===== src/inc/hsio_pkg.sv =====
// Constants, register map and types of the high-speed I/O configuration bank
package hsio_pkg;

	// ************************************************************
	// Register byte addresses (one aligned word each)
	// ************************************************************
	localparam int             AW          = 8;
	localparam logic [AW-1:0] A_IN_SEL0   = 8'h00;
	localparam logic [AW-1:0] A_OUT_SEL0  = 8'h28;
	localparam logic [AW-1:0] A_CMODE0    = 8'h48;
	localparam logic [AW-1:0] A_CMODE3    = 8'h54;
	localparam logic [AW-1:0] A_FILT      = 8'h58;
	localparam logic [AW-1:0] A_GPO       = 8'h5C;
	localparam logic [AW-1:0] A_RUN       = 8'h60;
	localparam logic [AW-1:0] A_SPARE     = 8'h64;
	localparam logic [AW-1:0] A_GIE       = 8'h68;
	localparam logic [AW-1:0] A_IEN       = 8'h6C;
	localparam logic [AW-1:0] A_IMODE     = 8'h70;
	localparam logic [AW-1:0] A_ISTAT     = 8'h74;
	localparam logic [AW-1:0] A_IMASK     = 8'h78;

	// ************************************************************
	// Sizes and field layouts
	// ************************************************************
	localparam int         N_IN_SEL    = 10;
	localparam int         N_OUT       = 8;
	localparam int         N_CNT       = 8;
	localparam int         N_RUN       = 4;
	localparam int         N_FAST      = 16;
	localparam int         N_SRC       = 20;
	localparam int         N_EDGE_SRC  = 12;
	localparam int         N_PROBE     = 4;
	localparam int         N_EXT       = 8;
	localparam int         MEM_DEPTH   = N_IN_SEL + N_OUT;
	localparam int         MEM_AW      = 5;
	localparam int         CM_W        = 4;
	localparam int         EDGE_W      = 2;
	localparam int         ID_W        = 5;
	localparam logic [7:0] RUN_RD_MASK = 8'h3F;
	localparam logic [7:0] RST_BYTE    = 8'h00;

	// ************************************************************
	// Function and mode codes
	// ************************************************************
	localparam logic [7:0]        IN_PLAIN  = 8'h00;
	localparam logic [7:0]        IN_COUNT  = 8'h01;
	localparam logic [7:0]        IN_LATCH  = 8'h02;
	localparam logic [7:0]        IN_LIMIT  = 8'h03;
	localparam logic [7:0]        IN_PWIDTH = 8'h04;
	localparam logic [CM_W-1:0]   CM_SINGLE = 4'h0;
	localparam logic [CM_W-1:0]   CM_QUAD   = 4'h1;
	localparam logic [CM_W-1:0]   CM_TIMING = 4'h2;
	localparam logic [CM_W-1:0]   CM_DIRP   = 4'h3;
	localparam logic [7:0]        OUT_PLAIN = 8'h00;
	localparam logic [7:0]        OUT_PULSE = 8'h01;
	localparam logic [7:0]        OUT_CMP   = 8'h02;
	localparam logic [EDGE_W-1:0] EDGE_RISE = 2'h0;
	localparam logic [EDGE_W-1:0] EDGE_FALL = 2'h1;
	localparam logic [EDGE_W-1:0] EDGE_BOTH = 2'h2;

	// ************************************************************
	// Timing
	// ************************************************************
	localparam int CLK_NS        = 10;
	localparam int FILT_STEP_NS  = 250;
	localparam int FILT_STEP_CYC = (FILT_STEP_NS + CLK_NS - 1) / CLK_NS;
	localparam int PRE_W         = $clog2(FILT_STEP_CYC);

	typedef enum logic [1:0] {PH_IDLE, PH_ACC, PH_DONE} hsio_ph_t;
	typedef enum logic [2:0] {IF_PLAIN, IF_COUNT, IF_LATCH, IF_LIMIT, IF_PWIDTH} hsio_in_fn_t;
	typedef enum logic [1:0] {OF_PLAIN, OF_PULSE, OF_CMP, OF_RSVD} hsio_out_fn_t;

endpackage : hsio_pkg


===== src/rtl/hsio_cfg_mem.sv =====
// Byte memory holding the input and output function selectors
module hsio_cfg_mem import hsio_pkg::*; #(
	parameter int DEPTH = MEM_DEPTH,
	parameter int ADW   = MEM_AW
) (
	// Clock and reset
	input  wire logic               clk,
	input  wire logic               rst_n,
	// Write port
	input  wire logic               we,
	input  wire logic [ADW-1:0]     waddr,
	input  wire logic [7:0]         wdata,
	// Read port, one cycle latency
	input  wire logic [ADW-1:0]     raddr,
	output logic      [7:0]         rdata,
	// All bytes in parallel
	output logic      [DEPTH*8-1:0] contents
);

	if (DEPTH < 1 || DEPTH > (1 << ADW)) begin : g_chk
		$error("hsio_cfg_mem: DEPTH does not fit the address width");
	end

	typedef struct packed {
		logic [DEPTH-1:0][7:0] mem;
		logic [7:0]            rdata;
	} hsio_mem_st_t;

	hsio_mem_st_t s_q;
	hsio_mem_st_t s_d;

	always_comb begin
		s_d       = s_q;
		s_d.rdata = (32'(raddr) < DEPTH) ? s_q.mem[raddr] : RST_BYTE;
		if (we && 32'(waddr) < DEPTH) begin
			s_d.mem[waddr] = wdata;
		end
	end

	always_ff @(posedge clk or negedge rst_n) begin
		if (!rst_n) begin
			s_q <= '0;
		end else begin
			s_q <= s_d;
		end
	end

	assign rdata    = s_q.rdata;
	assign contents = s_q.mem;

endmodule : hsio_cfg_mem


===== src/rtl/hsio_cfg_map.sv =====
// High-speed I/O configuration bank with APB slave, filter, outputs and interrupts
// Notes on behaviour
// - Per-input selector, code 4 is pulse width
// - Codes 0-3: plain, count, latch, limit
// - Two counting channels per byte, even low nibble
// - Mode 0 single, 1 quadrature, 2 timing, 3 direction
// - Filter byte counts quarter-microsecond steps
// - Output selector: 0 plain, 2 compare, 3+ reserved
// - Compare output high while counter equals value
// - General output byte drives plain outputs
// - Run bits 0 to 3 gate pulse outputs in pairs, bit n gates 2n and 2n+1
// - Enable word bit n enables source n
// - Mode word holds two-bit edge fields
// - Edge code 0 rise, 1 fall, 2 both
module hsio_cfg_map import hsio_pkg::*; #(
	parameter int CNT_W = 32
) (
	// Clock and reset
	input  wire logic                   pclk,
	input  wire logic                   presetn,
	// APB slave
	input  wire logic                   psel,
	input  wire logic                   penable,
	input  wire logic                   pwrite,
	input  wire logic [AW-1:0]          paddr,
	input  wire logic [31:0]            pwdata,
	output logic                        pready,
	output logic      [31:0]            prdata,
	output logic                        pslverr,
	// Interrupt
	output logic                        irq,
	output logic                        irq_event,
	output logic      [ID_W-1:0]        irq_event_id,
	// Input pins and filtered levels
	input  wire logic [N_FAST-1:0]      fast_in,
	input  wire logic [N_PROBE-1:0]     probe_in,
	input  wire logic [N_EXT-1:0]       ext_src_in,
	output logic      [N_FAST-1:0]      fast_in_filt,
	// Decoded functions of inputs 6 to 15
	output logic      [N_IN_SEL-1:0]    in_fn_count,
	output logic      [N_IN_SEL-1:0]    in_fn_latch,
	output logic      [N_IN_SEL-1:0]    in_fn_limit,
	output logic      [N_IN_SEL-1:0]    in_fn_pwidth,
	// Decoded counting modes per channel
	output logic      [N_CNT-1:0]       cnt_single,
	output logic      [N_CNT-1:0]       cnt_quad,
	output logic      [N_CNT-1:0]       cnt_timing,
	output logic      [N_CNT-1:0]       cnt_dirp,
	// Counter and pulse datapath
	input  wire logic [N_CNT*CNT_W-1:0] cnt_value,
	input  wire logic [N_CNT*CNT_W-1:0] cmp_value,
	input  wire logic [N_OUT-1:0]       pulse_drive,
	output logic      [N_RUN-1:0]       run_en,
	// Output pins
	output logic      [N_OUT-1:0]       y_out
);

	if (CNT_W < 1 || CNT_W > 32) begin : g_chk
		$error("hsio_cfg_map: CNT_W must lie in 1..32");
	end

	// ************************************************************
	// Decoders
	// ************************************************************
	function automatic hsio_in_fn_t in_fn(input logic [7:0] code);
		case (code)
			IN_COUNT:  in_fn = IF_COUNT;
			IN_LATCH:  in_fn = IF_LATCH;
			IN_LIMIT:  in_fn = IF_LIMIT;
			IN_PWIDTH: in_fn = IF_PWIDTH;
			default:   in_fn = IF_PLAIN;
		endcase
	endfunction : in_fn

	function automatic hsio_out_fn_t out_fn(input logic [7:0] code);
		case (code)
			OUT_PLAIN: out_fn = OF_PLAIN;
			OUT_PULSE: out_fn = OF_PULSE;
			OUT_CMP:   out_fn = OF_CMP;
			default:   out_fn = OF_RSVD;
		endcase
	endfunction : out_fn

	function automatic logic edge_hit(input logic [EDGE_W-1:0] mode,
		input logic prev, input logic cur);
		case (mode)
			EDGE_RISE: edge_hit = !prev && cur;
			EDGE_FALL: edge_hit = prev && !cur;
			EDGE_BOTH: edge_hit = prev ^ cur;
			default:   edge_hit = 1'b0;
		endcase
	endfunction : edge_hit

	// Even channel of the counting mode byte at this address
	function automatic logic [2:0] cm_even(input logic [AW-1:0] a);
		cm_even = 3'((a - A_CMODE0) >> 1);
	endfunction : cm_even

	// ************************************************************
	// State
	// ************************************************************
	typedef struct packed {
		hsio_ph_t                  ph;
		logic [31:0]               rdata;
		logic                      slverr;
		logic [N_CNT-1:0][CM_W-1:0] cmode;
		logic [7:0]                filt;
		logic [7:0]                gpo;
		logic [7:0]                run;
		logic                      gie;
		logic [N_SRC-1:0]          ien;
		logic [N_EDGE_SRC-1:0][EDGE_W-1:0] imode;
		logic [N_SRC-1:0]          ist;
		logic [N_SRC-1:0]          imask;
		logic [PRE_W-1:0]          pre;
		logic [N_FAST-1:0]         flt;
		logic [N_FAST-1:0][7:0]    stab;
		logic [N_SRC-1:0]          prev;
		logic                      evt;
		logic [ID_W-1:0]           evt_id;
		logic [N_OUT-1:0]          y;
		logic [N_IN_SEL-1:0]       f_cnt;
		logic [N_IN_SEL-1:0]       f_lat;
		logic [N_IN_SEL-1:0]       f_lim;
		logic [N_IN_SEL-1:0]       f_pw;
		logic [N_CNT-1:0]          c_sgl;
		logic [N_CNT-1:0]          c_quad;
		logic [N_CNT-1:0]          c_tim;
		logic [N_CNT-1:0]          c_dir;
	} hsio_st_t;

	hsio_st_t                 s_q;
	hsio_st_t                 s_d;
	logic                     mem_we;
	logic [7:0]               mem_rdata;
	logic [MEM_DEPTH*8-1:0]   mem_all;
	logic                     mem_hit;
	logic                     done;
	logic [N_SRC-1:0]         src_now;
	logic [N_SRC-1:0]         hits;
	logic                     tick;

	assign mem_hit = (paddr[1:0] == 2'h0) && (32'(paddr[AW-1:2]) < MEM_DEPTH);
	assign done    = psel && penable && (s_q.ph == PH_DONE);
	assign mem_we  = done && pwrite && mem_hit;
	assign tick    = (s_q.pre == PRE_W'(FILT_STEP_CYC - 1));

	// ************************************************************
	// Selector memory
	// ************************************************************
	hsio_cfg_mem #(
		.DEPTH (MEM_DEPTH),
		.ADW   (MEM_AW)
	) u_sel_mem (
		.clk      (pclk),
		.rst_n    (presetn),
		.we       (mem_we),
		.waddr    (paddr[MEM_AW+1:2]),
		.wdata    (pwdata[7:0]),
		.raddr    (paddr[MEM_AW+1:2]),
		.rdata    (mem_rdata),
		.contents (mem_all)
	);

	// ************************************************************
	// Interrupt sources and edges
	// ************************************************************
	always_comb begin
		src_now = {ext_src_in, probe_in, s_q.flt[N_OUT-1:0]};
		hits    = '0;
		for (int i = 0; i < N_SRC; i++) begin
			if (i < N_EDGE_SRC) begin
				hits[i] = edge_hit(s_q.imode[i], s_q.prev[i], src_now[i]);
			end else begin
				hits[i] = edge_hit(EDGE_RISE, s_q.prev[i], src_now[i]);
			end
			hits[i] = hits[i] && s_q.ien[i] && s_q.gie;
		end
	end

	// ************************************************************
	// Next state
	// ************************************************************
	always_comb begin
		s_d = s_q;

		// APB phases: one wait cycle, read data latched in it
		case (s_q.ph)
			PH_IDLE: begin
				if (psel && penable) begin
					s_d.ph = PH_DONE;
				end
				s_d.slverr = 1'b0;
				s_d.rdata  = '0;
				if (psel && penable) begin
					s_d.slverr = 1'b1;
					if (paddr[1:0] == 2'h0) begin
						s_d.slverr = 1'b0;
						if (mem_hit) begin
							s_d.rdata = {24'h0, mem_rdata};
						end else if (paddr >= A_CMODE0 && paddr <= A_CMODE3) begin
							s_d.rdata = {24'h0, s_q.cmode[cm_even(paddr) | 3'h1],
								s_q.cmode[cm_even(paddr)]};
						end else begin
							case (paddr)
								A_FILT:  s_d.rdata = {24'h0, s_q.filt};
								A_GPO:   s_d.rdata = {24'h0, s_q.gpo};
								A_RUN:   s_d.rdata = {24'h0, s_q.run & RUN_RD_MASK};
								A_SPARE: s_d.rdata = '0;
								A_GIE:   s_d.rdata = {31'h0, s_q.gie};
								A_IEN:   s_d.rdata = {12'h0, s_q.ien};
								A_IMODE: s_d.rdata = {8'h0, s_q.imode};
								A_ISTAT: s_d.rdata = {12'h0, s_q.ist};
								A_IMASK: s_d.rdata = {12'h0, s_q.imask};
								default: s_d.slverr = 1'b1;
							endcase
						end
					end
					if (pwrite) begin
						s_d.rdata = '0;
					end
				end
			end
			PH_DONE: begin
				s_d.ph = PH_IDLE;
			end
			default: begin
				s_d.ph = PH_IDLE;
			end
		endcase

		// Writes take effect at the completing edge
		if (done && pwrite && !s_q.slverr) begin
			if (paddr >= A_CMODE0 && paddr <= A_CMODE3) begin
				s_d.cmode[cm_even(paddr)]        = pwdata[CM_W-1:0];
				s_d.cmode[cm_even(paddr) | 3'h1] = pwdata[2*CM_W-1:CM_W];
			end else begin
				case (paddr)
					A_FILT:  s_d.filt  = pwdata[7:0];
					A_GPO:   s_d.gpo   = pwdata[7:0];
					A_RUN:   s_d.run   = pwdata[7:0] & RUN_RD_MASK;
					A_GIE:   s_d.gie   = pwdata[0];
					A_IEN:   s_d.ien   = pwdata[N_SRC-1:0];
					A_IMODE: s_d.imode = pwdata[N_EDGE_SRC*EDGE_W-1:0];
					A_IMASK: s_d.imask = pwdata[N_SRC-1:0];
					default: s_d.gie   = s_q.gie;
				endcase
			end
		end

		// Sticky status: read clears, a new event in that cycle wins
		// Only bits already returned are cleared, so a late event survives
		if (done && !pwrite && paddr == A_ISTAT) begin
			s_d.ist = (s_q.ist & ~s_q.rdata[N_SRC-1:0]) | hits;
		end else begin
			s_d.ist = s_q.ist | hits;
		end

		// Event pulse naming the lowest active source
		s_d.evt    = |hits;
		s_d.evt_id = '0;
		for (int i = N_SRC - 1; i >= 0; i--) begin
			if (hits[i]) begin
				s_d.evt_id = ID_W'(i);
			end
		end
		s_d.prev = src_now;

		// Input filter: level must hold filt steps of 0.25 us
		s_d.pre = tick ? '0 : s_q.pre + 1'b1;
		for (int i = 0; i < N_FAST; i++) begin
			if (fast_in[i] == s_q.flt[i]) begin
				s_d.stab[i] = '0;
			end else if (s_q.stab[i] >= s_q.filt) begin
				s_d.flt[i]  = fast_in[i];
				s_d.stab[i] = '0;
			end else if (tick) begin
				s_d.stab[i] = s_q.stab[i] + 1'b1;
			end
		end

		// Input function decode
		for (int i = 0; i < N_IN_SEL; i++) begin
			s_d.f_cnt[i] = in_fn(mem_all[8*i +: 8]) == IF_COUNT;
			s_d.f_lat[i] = in_fn(mem_all[8*i +: 8]) == IF_LATCH;
			s_d.f_lim[i] = in_fn(mem_all[8*i +: 8]) == IF_LIMIT;
			s_d.f_pw[i]  = in_fn(mem_all[8*i +: 8]) == IF_PWIDTH;
		end

		// Counting mode decode
		for (int c = 0; c < N_CNT; c++) begin
			s_d.c_sgl[c]  = s_q.cmode[c] == CM_SINGLE;
			s_d.c_quad[c] = s_q.cmode[c] == CM_QUAD;
			s_d.c_tim[c]  = s_q.cmode[c] == CM_TIMING;
			s_d.c_dir[c]  = s_q.cmode[c] == CM_DIRP;
		end

		// Output pins per selected function
		for (int o = 0; o < N_OUT; o++) begin
			case (out_fn(mem_all[8*(N_IN_SEL+o) +: 8]))
				OF_PLAIN: s_d.y[o] = s_q.gpo[o];
				OF_PULSE: s_d.y[o] = pulse_drive[o] && s_q.run[o/2];
				OF_CMP:   s_d.y[o] = cnt_value[CNT_W*o +: CNT_W] ==
					cmp_value[CNT_W*o +: CNT_W];
				default:  s_d.y[o] = 1'b0;
			endcase
		end
	end

	// ************************************************************
	// Registers
	// ************************************************************
	always_ff @(posedge pclk or negedge presetn) begin
		if (!presetn) begin
			s_q <= '0;
		end else begin
			s_q <= s_d;
		end
	end

	// ************************************************************
	// Outputs
	// ************************************************************
	assign pready       = psel && penable && (s_q.ph == PH_DONE);
	assign prdata       = s_q.rdata;
	assign pslverr      = pready && s_q.slverr;
	assign irq          = |(s_q.ist & s_q.imask);
	assign irq_event    = s_q.evt;
	assign irq_event_id = s_q.evt_id;
	assign fast_in_filt = s_q.flt;
	assign in_fn_count  = s_q.f_cnt;
	assign in_fn_latch  = s_q.f_lat;
	assign in_fn_limit  = s_q.f_lim;
	assign in_fn_pwidth = s_q.f_pw;
	assign cnt_single   = s_q.c_sgl;
	assign cnt_quad     = s_q.c_quad;
	assign cnt_timing   = s_q.c_tim;
	assign cnt_dirp     = s_q.c_dir;
	assign run_en       = s_q.run[N_RUN-1:0];
	assign y_out        = s_q.y;

endmodule : hsio_cfg_map


===== config.mk =====
export PLATFORM = sky130hd
export DESIGN_NAME = hsio_cfg_map
export DESIGN_NICKNAME = d
export VERILOG_FILES = /design/src/inc/hsio_pkg.sv /design/src/rtl/hsio_cfg_mem.sv /design/src/rtl/hsio_cfg_map.sv
export SDC_FILE = /design/constraint.sdc
export NUM_CORES = 1
export LEC_CHECK = 0
export ABC_CLOCK_PERIOD_IN_PS = 2950
export BUFFER_PORTS_ARGS = -buffer_cell sky130_fd_sc_hd__buf_2
export CAP_MARGIN = 20
export CORE_MARGIN = 2
export CORE_UTILIZATION = 35
export CTS_CLUSTER_SIZE = 28
export DETAILED_ROUTE_END_ITERATION = 16
export SYNTH_ARGS = -nofsm -noshare
export SYNTH_HDL_FRONTEND = slang
export SYNTH_SLANG_ARGS = --single-unit

===== constraint.sdc =====
create_clock -name pclk -period 2.95 [get_ports pclk]
set_clock_uncertainty 0.05 [all_clocks]
set_input_delay 0.59 -clock pclk [delete_from_list [all_inputs] [get_ports pclk]]
set_output_delay 0.59 -clock pclk [all_outputs]
set_load 0.05 [all_outputs]

-- Word-level counts from Yosys, hierarchy flattened
Cells that the tools add are included.
- flip-flop bits (word level): 581
- input port bits: 593
- logic and storage cells: 712
- $add $sub $neg: 18
- $lt $le $gt $ge: 26
- equal/unequal tests: 196
- multiplexer cells: 135
- bitwise operators: 34
- reductions and logical operators: 209
- operator list (cell ; count):
    2-to-1 mux 8 bit ; 51
    equality test 32 bit ; 8
    equality test 8 x 2 -> 1 bit (second input constant) ; 28
    case mux 24 bit (8 select lines) ; 1
    bitwise mux 144 bit ; 1
    equality test 8 x 1 -> 1 bit (second input constant) ; 18
    adder 8 x 1 -> 8 bit (second input constant) ; 16
    greater-or-equal comparator 8 bit ; 16
    case mux 3 bit (4 select lines) ; 10
    2-to-1 mux 5 bit ; 21
    logical AND 1 bit ; 94
    equality test 8 x 3 -> 1 bit (second input constant) ; 10
    equality test 8 x 7 -> 1 bit (second input constant) ; 9
    2-to-1 mux 33 bit ; 2
    bitwise mux 32 bit ; 2
    equality test 4 x 2 -> 1 bit (second input constant) ; 16
    zero test 8 bit ; 8
    2-to-1 mux 32 bit ; 2
    equality test 3 x 2 -> 1 bit (second input constant) ; 20
    case mux 1 bit (3 select lines) ; 20
    case mux 2 bit (3 select lines) ; 8
    nonzero test 3 bit ; 16
    zero test 2 bit ; 22
    equality test 2 bit (second input constant) ; 21
    39 further kinds ; 198

-- Depth between registers and ports, before layout
- word-level depth: 24
- depth in mapped cells: 10
- depth with buffers taken out: 8

-- Modules after synthesis
Synthesis repeated with hierarchy kept, for this count alone.
- cell total of the unflattened synthesis: 3032
- area, all modules: 33166.8 µm²
- by module, submodules not included (module ; instances ; cells an instance ; area each (µm²) ; sequential area each (µm²)):
    hsio_cfg_map ; 1 ; 2564 ; 26273.9 ; 10510.1
    hsio_cfg_mem ; 1 ; 468 ; 6892.9 ; 3803.6

-- Worst setup path before layout
Ideal clock, no wire load.
- kind: input port to flip-flop
- start: input port psel
- end: register s_q[354] (netlist name)
- library setup time: 125 ps
- arrival: 2409 ps
- data required time: 2775 ps
- setup slack: 366 ps
- cell stages on the path: 6
- path buffers: 0
- cell sequence: and3_1 -> nand2_1 -> nor2_1 -> o21ai_2 -> nor4_4 -> mux2_2
- word-level cells in the longest chain between the ends: 5
- RTL lines (item ; line ; text):
    start: declaration ; hsio_cfg_map.sv:22 ; input wire logic psel,
    logical AND 1 bit (2 in a row) ; hsio_cfg_map.sv:144 ; assign done = psel && penable && (s_q.ph == PH_DONE);
    logical AND 1 bit (2 in a row) ; hsio_cfg_map.sv:233 ; if (done && pwrite && !s_q.slverr) begin
    AND reduction 3 bit (no line) ; - ;
    end signal: assignment ; hsio_cfg_map.sv:315 ; s_q <= '0;
    end signal: assignment ; hsio_cfg_map.sv:317 ; s_q <= s_d;
    end: declaration ; hsio_cfg_map.sv:132 ; hsio_st_t s_q;
Every way passes these cells.
A chain may end at the register's enable or synchronous reset.

-- Worst setup path after layout
- start: register s_q[292] (netlist name)
- end: output port irq
- word-level cells in the longest chain between the ends: 2
- RTL lines (item ; line ; text):
    AND 20 bit ; hsio_cfg_map.sv:327 ; assign irq = |(s_q.ist & s_q.imask);
    OR reduction 20 bit ; hsio_cfg_map.sv:327 ;
    end: declaration ; hsio_cfg_map.sv:31 ; output logic irq,
Every way passes these cells.

==> results.py <==
metrics = {
    "run_status": {
        "status": "finished clean",
    },
    "clock_tree": {
        "clk_latency_ns": 0.64,
        "path_clk_slew_ns": 0.06,
        "htree_levels": 3,
        "cts.sinks": 572,
        "cts.path.max_buffers": 3,
        "cts_tree": "yes",
        "numCtsBuffers": 67,
        "cts_root_buf": "clkbuf_16",
    },
    "placed_design": {
        "pre_cts_slack_ns": 0.194,
        "io_buffers": 717,
        "dp_cells": 4823,
        "gp_congestion": 1.07,
        "post-dp-hpwl_mm": 103,
    },
    "final_layout": {
        "nets": 4402,
        "final_util_pct": 43.2,
        "drive_gt1_share_pct": 34.7,
        "fill_cells": 8966,
        "regArea_um2": 14300,
        "multi_input_area_um2": 17000,
        "final_cell_count_no_fill": 4976,
        "syn2layout_area_growth_pct": 22.2,
    },
    "yosys": {
        "yosys_register_bits": 572,
        "synth_simple_gate_area_share_pct": 13.6,
        "yosysSeqAreaShare_pct": 43.4,
        "syn_area_per_cell_um2": 11.2,
        "synth_flop_cell": "dfrtp_1",
        "synthXorXnorAreaFrac_pct": 10.2,
        "synth_cell_type_count": 77,
        "synthAdderAreaFrac_pct": 6.44,
        "ys_async_sr_fraction_pct": 100,
        "yosysWarnings": 0,
        "syn_area_um2": 33000,
        "synth-edff-count": 0,
        "synth_top_family_by_area": "multiplexers",
        "synth_compound_area_share_pct": 7.39,
        "synth_mux_area_share_pct": 13.6,
        "syn_inst": 2950,
    },
    "timing": {
        "max_freq_mhz": 347,
        "final-hold-violation-count": 0,
        "holdWs_ns": 0.0405,
        "finalSetupViolCount": 0,
        "fin_setup_tns_ns": 0,
        "max_slew_margin_pct": 35.0,
        "tightest_slew_ns": 0.967,
        "fin_ws_ns": 0.0688,
        "report.final.slew_viol_count": 0,
        "timing.final.crit_period_ns": 2.88,
        "rsz0062_at_grt": "no",
        "fin_crit_sh_pct": 97.7,
    },
    "floorplan": {
        "die_h_um": 311,
        "ios": 734,
        "num_rows": 112,
        "die-area_um2": 96800,
        "initial_core_util_pct": 35.4,
        "die_x_um": 311,
        "core_um2": 93300,
    },
    "critical_path": {
        "crit_type": "reg -> out",
        "start_kind": "register",
        "cp_max_fo": 3,
        "rr_startpoint": "fast_in_filt[7]$_DFFE_PN0P_",
        "crit_start": "s_q[292]$_DFF_PN0_",
        "crit_path_end_kind": "output port",
        "cp.arrival_ns": 2.24,
        "cp.required_ns": 2.31,
    },
    "routing": {
        "drc": 0,
        "wl_per_cell_um": 25.7,
        "vias": 26600,
        "post_drt_via_cell_ratio": 5.34,
        "wl_mm": 128,
        "drtPass1Iterations": 5,
        "drt_iter0_drc": 1987,
        "postRouteAntennaNets": 0,
    },
    "grt": {
        "grt_pass1_vias": 26100,
        "globalRouteOverflowTotal": 0,
        "grt_pass1_wl_mm": 184,
        "grt_start_max_net_pins": 79,
        "track_usage_pct": 25.9,
        "antenna_found_initial": 83,
    },
    "hold_path": {
        "min_from": "ext_src_in[7]",
        "worstHoldPathType": "in -> reg",
    },
    "flow_run": {
        "cap_viol_max_count": 0,
    },
    "power_and_ir_drop": {
        "power.density_nw_per_um2": 468,
        "max-vdd-ir-drop_mv": 0.332,
        "p_leak_nw": 19.1,
    },
}
## registers in the layout, summed over array words and instances, names as in the netlist, 10 cells and up
signal	count
prdata	24
in_fn_pwidth	10
in_fn_limit	10
in_fn_count	10
fast_in_filt	16
u_sel_mem.contents	144
s_q	290
in_fn_latch	10
## timing repair
item,4_1_cts,5_1_grt
hold buffers,1,0
hold endpoints to repair,49,0
resized for setup,0,0
setup buffers,0,0
## cells in the final DEF (no fill, tap or decap), drive strengths merged, types with 39 or more instances in the layout
cell and count:
a21o 40, a22oi 39, buf 827, clkbuf 93, dfrtp 572, ha 170, inv 98, mux2 264
mux2i 44, mux4 48, nand2 175, nand3 64, nand4 91, nor2 101, nor3 169, o21ai 73
xnor2 261, xor2 125
## worst max-delay path: stages, from the launching register on
cell and delay (ns):
dfrtp_1 0.43, a22o_1 0.24, a221oi_1 0.29, and3_1 0.22, nand4_1 0.18, buf_2 0.27
## Yosys cell counts (48+ instances only)
master   number  area (µm²)
dfrtp_1     572       14300
mux2_2      264        2970
xnor2_1     261        2290
ha_1        170        2130
nor3_1      165         826
nand2_1     161         604
buf_4       142        1070
xor2_1      125        1090
nor2_1      100         375
inv_1        96         360
nand4_1      91         569
o21ai_0      71         355
nand3_1      64         320
mux4_2       48        1080
## path summary, 6_finish.rpt
path / cells past startpoint / to / slack (ns)
worst max-delay path: 5 / irq / 0.07
worst min-delay path: 1 / s_q[105]$_DFF_PN0_ / 0.04
max in group asynchronous: 3 / s_q[107]$_DFFE_PN0P_ / 1.46
worst max register to register: 10 / irq_event_id[4]$_DFF_PN0_ / 0.37
min in group asynchronous: 2 / u_sel_mem.contents[40]$_DFFE_PN0P_ / 0.46
worst min register to register: 1 / s_q[250]$_DFF_PN0_ / 0.43
## cell families (layout without fill, tap and decap cells)
logic type               Yosys count  in the layout
other                              1             41
AND/OR/NAND/NOR                  818            818
flip-flops                       572            572
XOR/XNOR                         386            386
adder cells (fa/ha/maj)          170            170
buffers and inverters            312           1044
AO/OA/AOI/OAI                    335            335
multiplexers                     356            356
## per-layer routing
metal / share of wire (%) / track usage (%) / wire (µm) / vias to the layer above
li1: - / - / - / 12100
met3: 8.7 / 8.38 / 11100 / 259
met1: 42 / 33.2 / 53500 / 13100
met5: 0.24 / 0 / 307 / -
met4: 3.5 / 8.21 / 4460 / 46
met2: 46 / 41.3 / 58400 / 1044
## per-stage QoR
stage / cell area [µm²] / total power, mW
2_1_floorplan: 33000 / 8.89
3_5_place_dp: 37800 / 9.94
3_3_place_gp: 37800 / 9.93
6_report: 40300 / 18.9
5_1_grt: 40300 / 19.5
4_1_cts: 40300 / 19.1
## where the power goes
part	internal (mW)	leakage (nW)	switching, mW
Clock	5.49	1.18	3.60
Sequential	7.90	7.86	0.0498
Combinational	0.722	10.1	1.13
## area by class of cell
class	count	area share (%)
flip-flops and latches	572	35.5
diodes	33	0.205
clock inverters	26	1.36
clock buffers	93	4.72
multi-input cells	2073	42.1
repair buffers	828	11.3
well taps	1254	3.89
inverters	97	0.903
Note: power is estimated with default switching activity, not from simulation.
